--- config.mk ---
export PLATFORM = sky130hd
export DESIGN_NAME = async_list_pointer_and_port_routing
export DESIGN_NICKNAME = d
export VERILOG_FILES = /design/src/hw/async_route_pkg.sv /design/src/hw/async_list_pointer_and_port_routing.sv /design/src/hw/route_select.sv
export SDC_FILE = /design/constraint.sdc
export NUM_CORES = 1
export LEC_CHECK = 0
export BUFFER_PORTS_ARGS = -buffer_cell sky130_fd_sc_hd__buf_2
export CAP_MARGIN = 40
export CORE_MARGIN = 5
export CORE_UTILIZATION = 44
export CTS_CLUSTER_DIAMETER = 50
export CTS_CLUSTER_SIZE = 25
export DETAILED_ROUTE_END_ITERATION = 8
export PLACE_DENSITY_LB_ADDON = 0.15
export SETUP_SLACK_MARGIN = 0.2
export SKIP_CTS_REPAIR_TIMING = 1
export SLEW_MARGIN = 25
export SYNTH_ARGS = -nofsm -noshare
export SYNTH_HDL_FRONTEND = slang
export SYNTH_HIERARCHICAL = 1
export SYNTH_SLANG_ARGS = --single-unit
--- constraint.sdc ---
create_clock -name core_clk_i -period 1.8 [get_ports core_clk_i]
set_input_delay 0.09 -clock core_clk_i [delete_from_list [all_inputs] [get_ports core_clk_i]]
set_output_delay 0.09 -clock core_clk_i [all_outputs]
set_load 0.1 [all_outputs]
--- src/hw/async_route_pkg.sv ---
// constants for the async list pointer and port routing register pair
// assumes a 32-bit memory-mapped register port with byte-address offsets
package async_route_pkg;
  localparam int unsigned ADDR_W = 8;
  localparam int unsigned DATA_W = 32;
  localparam int unsigned NUM_PORTS = 2;
  localparam logic [ADDR_W-1:0] ASYNC_QH_PTR_OFF = 8'h38;
  localparam logic [ADDR_W-1:0] PORT_ROUTE_CFG_OFF = 8'h60;
  localparam int unsigned LINK_LSB = 5;
  localparam int unsigned LINK_W = 27;
  localparam int unsigned FLAG_BIT = 0;
  localparam logic [LINK_W-1:0] LINK_RESET = 27'h0000000;
  localparam logic FLAG_RESET = 1'b0;
  localparam logic [LINK_LSB-1:0] LINK_LOW_ZERO = 5'h00;
  localparam logic [DATA_W-1:0] READ_ZERO = 32'h00000000;
endpackage

--- src/hw/async_list_pointer_and_port_routing.sv ---
// async queue head pointer and port routing configure registers
// assumes a single-cycle register port on the host controller clock
// assumes one-cycle strobes; a read and a write may share a cycle
//
// Contract
// - pointer bits 31..5 read/write, reset zero
// - configure flag drives default port routing
// - flag zero routes ports to companion
// - flag one routes ports here
// - pointer bits 4..0 read zero
`timescale 1ns/1ps
`default_nettype none
module async_list_pointer_and_port_routing
  import async_route_pkg::*;
(
  input wire logic core_clk_i,
  input wire logic resetn_i,
  input wire logic reg_wr_i,
  input wire logic reg_rd_i,
  input wire logic [ADDR_W-1:0] reg_addr_i,
  input wire logic [DATA_W-1:0] reg_wdata_i,
  output logic [DATA_W-1:0] reg_rdata_o,
  output logic [DATA_W-1:0] next_queue_head_link_o,
  output logic configure_flag_o,
  output logic [NUM_PORTS-1:0] port_owner_hs_o
);
  // ************************************************************
  // address decode
  // ************************************************************
  // exact byte-offset match; a near miss such as 0x3C hits nothing
  logic wr_ptr_hit;
  logic wr_flag_hit;
  logic rd_ptr_hit;
  logic rd_flag_hit;
  logic rd_miss;
  logic [NUM_PORTS-1:0] owner_w;

  // decoded once so the write logic and the checks agree on what a hit is; the read mux decodes reg_addr_i again
  assign wr_ptr_hit = reg_wr_i && (reg_addr_i == ASYNC_QH_PTR_OFF);
  assign wr_flag_hit = reg_wr_i && (reg_addr_i == PORT_ROUTE_CFG_OFF);
  assign rd_ptr_hit = reg_rd_i && (reg_addr_i == ASYNC_QH_PTR_OFF);
  assign rd_flag_hit = reg_rd_i && (reg_addr_i == PORT_ROUTE_CFG_OFF);
  // unmapped reads still answer, with zero, so software never stalls
  assign rd_miss = reg_rd_i && !rd_ptr_hit && !rd_flag_hit;

  // ************************************************************
  // state
  // ************************************************************
  typedef struct packed {
    logic [LINK_W-1:0] link;
    logic flag;
    logic [DATA_W-1:0] rdata;
  } reg_state_t;
  reg_state_t st_r;
  reg_state_t st_nxt;

  always_comb begin
    st_nxt = st_r;
    if (wr_ptr_hit) begin
      // low five bits dropped; queue heads are 32-byte aligned
      st_nxt.link = reg_wdata_i[DATA_W-1:LINK_LSB];
    end
    if (wr_flag_hit) begin
      // bits 31..1 dropped; only the flag is kept
      st_nxt.flag = reg_wdata_i[FLAG_BIT];
    end
    // read data stands one cycle, zero otherwise
    st_nxt.rdata = READ_ZERO;
    if (reg_rd_i) begin
      unique case (reg_addr_i)
        ASYNC_QH_PTR_OFF: st_nxt.rdata = {st_r.link, LINK_LOW_ZERO};
        PORT_ROUTE_CFG_OFF: st_nxt.rdata = {{(DATA_W-1){1'b0}}, st_r.flag};
        // unmapped offsets read zero
        default: st_nxt.rdata = READ_ZERO;
      endcase
    end
  end

  always_ff @(posedge core_clk_i) begin
    if (!resetn_i) begin
      st_r.link <= LINK_RESET;
      st_r.flag <= FLAG_RESET;
      st_r.rdata <= READ_ZERO;
    end else begin
      st_r <= st_nxt;
    end
  end

  // ************************************************************
  // port routing
  // ************************************************************
  // one select per root port; all share the flag, so routing is all or none
  // the extra register stage costs one cycle of lag after a flag write
  genvar gi;
  generate
    for (gi = 0; gi < NUM_PORTS; gi++) begin : g_port
      route_select route_select_inst (
        .core_clk_i(core_clk_i),
        .resetn_i(resetn_i),
        .configure_flag_i(st_r.flag),
        .owner_hs_o(owner_w[gi])
      );
    end
  endgenerate

  // ************************************************************
  // outputs
  // ************************************************************
  // owners come from the per-port registers, not from the flag itself
  assign reg_rdata_o = st_r.rdata;
  assign next_queue_head_link_o = {st_r.link, LINK_LOW_ZERO};
  assign configure_flag_o = st_r.flag;
  assign port_owner_hs_o = owner_w;

  // ************************************************************
  // register checks
  // ************************************************************
  ptr_write_a: assert property (
    @(posedge core_clk_i) disable iff (!resetn_i)
    wr_ptr_hit |=> next_queue_head_link_o[DATA_W-1:LINK_LSB] == $past(reg_wdata_i[DATA_W-1:LINK_LSB]))
    else $error("pointer not stored");

  ptr_hold_a: assert property (
    @(posedge core_clk_i) disable iff (!resetn_i)
    !wr_ptr_hit |=> $stable(next_queue_head_link_o))
    else $error("pointer changed without write");

  ptr_read_a: assert property (
    @(posedge core_clk_i) disable iff (!resetn_i)
    rd_ptr_hit |=> reg_rdata_o == $past(next_queue_head_link_o))
    else $error("pointer readback wrong");

  ptr_low_a: assert property (
    @(posedge core_clk_i) disable iff (!resetn_i)
    rd_ptr_hit |=> reg_rdata_o[LINK_LSB-1:0] == LINK_LOW_ZERO)
    else $error("pointer low bits not zero");

  miss_read_a: assert property (
    @(posedge core_clk_i) disable iff (!resetn_i)
    rd_miss |=> reg_rdata_o == READ_ZERO)
    else $error("unmapped read not zero");

  idle_read_a: assert property (
    @(posedge core_clk_i) disable iff (!resetn_i)
    !reg_rd_i |=> reg_rdata_o == READ_ZERO)
    else $error("read data outside a read");

  flag_write_a: assert property (
    @(posedge core_clk_i) disable iff (!resetn_i)
    wr_flag_hit |=> configure_flag_o == $past(reg_wdata_i[FLAG_BIT]))
    else $error("flag not stored");

  flag_hold_a: assert property (
    @(posedge core_clk_i) disable iff (!resetn_i)
    !wr_flag_hit |=> $stable(configure_flag_o))
    else $error("flag changed without write");

  flag_read_a: assert property (
    @(posedge core_clk_i) disable iff (!resetn_i)
    rd_flag_hit |=> reg_rdata_o == {{(DATA_W-1){1'b0}}, $past(configure_flag_o)})
    else $error("flag readback wrong");

  // ************************************************************
  // routing checks
  // ************************************************************
  // routing lags the flag by one register stage
  route_follow_a: assert property (
    @(posedge core_clk_i) disable iff (!resetn_i)
    ##1 port_owner_hs_o == {NUM_PORTS{$past(configure_flag_o)}})
    else $error("routing mismatch");

  route_same_a: assert property (
    @(posedge core_clk_i) disable iff (!resetn_i)
    port_owner_hs_o == '0 || &port_owner_hs_o)
    else $error("ports split between owners");

  route_comp_a: assert property (
    @(posedge core_clk_i) disable iff (!resetn_i)
    !configure_flag_o ##1 !configure_flag_o |-> port_owner_hs_o == '0)
    else $error("not companion");

  route_hs_a: assert property (
    @(posedge core_clk_i) disable iff (!resetn_i)
    configure_flag_o ##1 configure_flag_o |-> &port_owner_hs_o)
    else $error("not high speed");

  route_rise_a: assert property (
    @(posedge core_clk_i) disable iff (!resetn_i)
    $rose(configure_flag_o) |-> port_owner_hs_o == '0 ##1 &port_owner_hs_o)
    else $error("late hand-over to high speed");

  route_fall_a: assert property (
    @(posedge core_clk_i) disable iff (!resetn_i)
    $fell(configure_flag_o) |-> &port_owner_hs_o ##1 port_owner_hs_o == '0)
    else $error("late hand-back to companion");

  // ************************************************************
  // reset checks
  // ************************************************************
  // no disable here: these watch the reset itself
  ptr_reset_a: assert property (
    @(posedge core_clk_i)
    !resetn_i |=> next_queue_head_link_o == '0)
    else $error("pointer not cleared by reset");

  rdata_reset_a: assert property (
    @(posedge core_clk_i)
    !resetn_i |=> reg_rdata_o == READ_ZERO)
    else $error("read data not cleared by reset");

  flag_reset_a: assert property (
    @(posedge core_clk_i)
    !resetn_i |=> !configure_flag_o)
    else $error("flag not cleared by reset");

  owner_reset_a: assert property (
    @(posedge core_clk_i)
    !resetn_i |=> port_owner_hs_o == '0)
    else $error("ports not handed to companion by reset");
endmodule
`default_nettype wire

--- src/hw/route_select.sv ---
// one root port owner select, registered
// assumes the configure flag comes from a flip-flop in the same clock domain
`timescale 1ns/1ps
`default_nettype none
module route_select
  import async_route_pkg::*;
(
  input wire logic core_clk_i,
  input wire logic resetn_i,
  input wire logic configure_flag_i,
  output logic owner_hs_o
);
  typedef struct packed {
    logic owner_hs;
  } sel_state_t;
  sel_state_t st_r;
  sel_state_t st_nxt;
  always_comb begin
    st_nxt = st_r;
    // flag alone picks the owner; 0 companion, 1 high speed
    st_nxt.owner_hs = configure_flag_i;
  end
  always_ff @(posedge core_clk_i) begin
    if (!resetn_i) begin
      st_r <= '0;
    end else begin
      st_r <= st_nxt;
    end
  end
  assign owner_hs_o = st_r.owner_hs;
endmodule
`default_nettype wire
After elaboration in Yosys (flattened, before gate mapping). Cells that the tools add are included.

$add $sub $neg: 0. $mul: 0. Div/mod/pow operators: 0. $lt $le $gt $ge: 0. Equal/unequal tests: 2. Shift-type cells: 0. Multiplexer cells: 1. Bitwise gates (word level): 0. Reductions and logical operators: 3.

Operators by type and width (number): one-hot mux 32 bit (2 select lines) (1); == test 8 x 6 -> 1 bit, second input constant (1); == test 8 x 7 -> 1 bit, second input constant (1); logical AND 1 bit (2); AND reduction 2 bit (1).

Register bits after elaboration: 61. Latch bits: 0. Bits in writable memories: 0. ROM bits: 0. Bits of input ports: 44. Word-level logic and storage cells: 10. Memories kept: 0.

Depth between registers and ports, before layout.
Depth after elaboration: 2. Depth in mapped cells: 5. Depth with buffers taken out: 3.

Modules after synthesis. The synthesis kept the hierarchy.

By module, submodules not included: async_list_pointer_and_port_routing (instances 1, cells each 198, area an instance 2029.4 µm², seq. area each 1121.1 µm²); route_select (instances 2, cells each 2, area an instance 26.3 µm², seq. area each 20.0 µm²).

Worst setup path after synthesis. OpenSTA, ideal clock, no wires.

Path kind: input port to flip-flop. Start: in reg_addr_i[1]. End: reg st_r, in the netlist next_queue_head_link_o[10]. Library setup time: 0.072 ns. Data arrival time: 1.320 ns. Setup slack: 0.408 ns. Cell stages on the path: 5. Path buffers: 2. Cell sequence: or4b_4 -> nor3_1 -> buf_4 -> buf_8 -> mux2i_1.

Cells in the longest elaborated chain, start to end: 2.

RTL lines: start, declared (line async_list_pointer_and_port_routing.sv:20) `input wire logic [ADDR_W-1:0] reg_addr_i,`; == test 8 x 6 -> 1 bit (line async_list_pointer_and_port_routing.sv:39) `assign wr_ptr_hit = reg_wr_i && (reg_addr_i == ASYNC_QH_PTR_OFF);`; logical AND 1 bit (line async_list_pointer_and_port_routing.sv:39); end signal, assigned (line async_list_pointer_and_port_routing.sv:85) `st_r <= st_nxt;`; end, declared (line async_list_pointer_and_port_routing.sv:54) `reg_state_t st_r;`.

Every way passes these cells. A chain may end at the register's enable or synchronous reset.

Worst setup path in the final report.
Start: in reg_addr_i[2]. End: reg st_r, in the netlist next_queue_head_link_o[21].

Same word-level chain as after synthesis.

==> key figures <==
Run status
  • Status: finished, final reports clean

Global routing
  • GRT Resource Usage Total: between 10 and 15%
  • Largest net degree at the start of global routing: between 40 and 50
  • First-pass GRT wire length: 7100 um
  • Grt total ovfl: 0
  • Vias in the first global route: around 1,600
  • Initial antenna violation count: 0

Route
  • Via Count: 1,625
  • Detailed Route Iter0 Violations: slightly above 70
  • DRC viols: 0
  • First-pass iteration count of the detailed router: 4
  • Vias/cell: ~4.5
  • Routed WL per cell: ~12 um
  • Post-route ant nets: 0
  • WL final: 4450 um

Synthesis
  • Seq/Total Area, Yosys: a little under three fifths
  • EDFF count, synth: 0
  • Mapped cell area: 2080 sq um
  • Yosys warning total: 6
  • Post-synth ARST share: 0%
  • Top FF cell, synth: dfxtp_1
  • Mapped Avg Cell Area: 10.3 sq um
  • Top-area cell type share of the netlist area: around 56%
  • Synth area leaders: dfxtp_1, mux2i_1, nand2_1, and2_1, and2_2
  • Mapped Cells: 202
  • Flip-flop and latch count after synthesis: 58
  • Area leader, netlist: dfxtp_1
  • Yosys cell types: 18
  • Top post-synthesis cells by count: dfxtp_1, nand2_1, mux2i_1

CTS
  • Clk_lat worst skew: between 0.3 and 0.4 ns
  • Num CTS Buffers: 9
  • TritonCTS clock tree: yes
  • Clock Sinks: 58
  • Number of H-tree levels: 3
  • CTS Root Cell: clkbuf_8
  • Bufs on Longest Clock Path: 2
  • Reg clk slew, reported paths: around 0.06 ns

Power and ir drop
  • Max VDD drop: 670 uV
  • Power per cell area: 961 nW/um^2
  • Static leakage: 1.35 nW

Cells and area
  • # nets final: approximately 350
  • Syn-to-layout area delta: 33.0%
  • Area occupied by multi-input gates: 806 sq um
  • Finished Cell Area: 2770 sq um
  • # diodes: 0
  • Share of cells above drive strength 1: 41.5%
  • Fillers: about 430
  • Register area: 1160 sq um

Critical path
  • Worst Reg-to-Reg Cells: 2
  • Crit Path Max Fanout: 27
  • CP max stage delay: 0.53 ns
  • Critical Path End Type: register
  • Crit path cell chain: dlygate4sd3_1 -> buf_2 -> nand2b_1 -> nor3_2 -> buf_12 -> mux2i_1
  • Crit-path slowest cell: dlygate4sd3_1
  • WP data arrival: 1.66 ns
  • Path type of the worst setup path: input pin to register
  • Startpoint Class: input pin
  • Required @ worst endpoint: roughly 2.0 ns

Placed design
  • Post-detail-place hpwl: 3240 um
  • RePlAce Congestion: 0.708
  • IO buf count: 97
  • Placed cell areas: 2550 sq um

Floorplanning
  • Chip height: 78.8 um
  • Die area: between 6000 and 7000 sq um
  • Die width: 78.8 um
  • Initial Utilization: 44.7%
  • # IOs: 111
  • Core ar.: 4660 sq um
  • Row cnt: 25

Hold path
  • Hold depth: 3
  • Hold Path Class: input pin to register

Timing
  • Total negative slack: 0 ns
  • Skew final: 0.00496 ns
  • Final Hold Viols: 0
  • Final setup violation count: 0
  • Final Max Tran Viols: 0
  • Fmax: 0.704 GHz
  • Fin crit share: about four fifths
  • RSZ-0062 raised after global routing: no
  • Post-layout minimum cycle time: 1.42 ns

Run
  • Max_cap viols: 0
## sequential cells by signal, indices dropped and copies added (netlist names)
register / cells
reg_rdata_o: 28
next_queue_head_link_o: 27
g_port.route_select_inst/owner_hs_o: 2
configure_flag_o: 1
## worst max-delay path: cells and delay by family
family | cells | cell delay (ns)
buffers and inverters | 3 | 0.94
AND/OR/NAND/NOR | 2 | 0.40
multiplexers | 1 | 0.22
## power breakdown
| part | leakage (nW) | internal, mW | total [mW] | switching [mW] |
|---|---|---|---|---|
| clock network | 0.106 | 0.743 | 1.20 | 0.455 |
| registers | 0.467 | 1.28 | 1.29 | 0.000540 |
| logic | 0.773 | 0.0449 | 0.178 | 0.133 |
| total | 1.35 | 2.07 | 2.66 | 0.589 |
## logic make-up after synthesis
kind of cell	share of synthesized area [%]
DFF	55.8
buffers and inverters	7.21
and+or+nand+nor	23.4
muxes	13.5
other	0.180
## path summary, 6_finish.rpt
| path | to | start | slack (ns) |
|---|---|---|---|
| max | next_queue_head_link_o[21] | reg_addr_i[2] | 0.38 |
| min | next_queue_head_link_o[25] | reg_wdata_i[25] | 0.01 |
| max reg2reg | reg_rdata_o[0] | configure_flag_o | 1.11 |
| min reg2reg | next_queue_head_link_o[29] | next_queue_head_link_o[29] | 0.46 |
## per-layer routing
metal / up-vias / part of all wire, % / track usage [%]
met3: 7 / 9.4 / 6.92
met1: 732 / 40 / 17.2
met2: 62 / 49 / 24.0
met4: 0 / 1.1 / 5.24
li1: 824 / - / -
met5: - / 0 / 0
## area by class of cell
cell class | instances | area share, %
multi-input cells | 132 | 29.1
flip-flops and latches | 58 | 41.9
repair buffers | 101 | 19.2
well taps | 54 | 2.44
clock inverters | 2 | 1.27
clock buffers | 13 | 6.10
## stage by stage
stage | power, mW | worst slack [ns] | utilization [%] | hold slack (ns) | std cells
2_1_floorplan | 1.45 | 0.408 | - | 0.166 | 210
3_3_place_gp | 1.49 | 0.286 | 54.8 | 0.322 | 344
3_5_place_dp | 1.49 | 0.261 | 54.8 | 0.324 | 344
4_1_cts | 2.70 | 0.541 | 59.2 | -0.0202 | 359
5_1_grt | 2.79 | 0.285 | 59.4 | 0.00657 | 360
6_report | 2.66 | 0.380 | 59.4 | 0.0144 | 360
## layout by cell type (no fill, tap or decap)
cell and n:
buf_2 97, nand2_1 58, dfxtp_1 58, mux2i_1 28, and2_1 19, clkbuf_8 12
and2_2 10, conb_1 9, nor3b_1 2, buf_4 2, nand3b_1 1, nand2b_1 1
or4b_4 1, nor3_2 1, nor4_4 1, nor4_1 1, clkinv_2 1, bufinv_16 1
clkbuf_1 1, dlygate4sd3_1 1, buf_12 1
(Power assumes the default switching activity.)
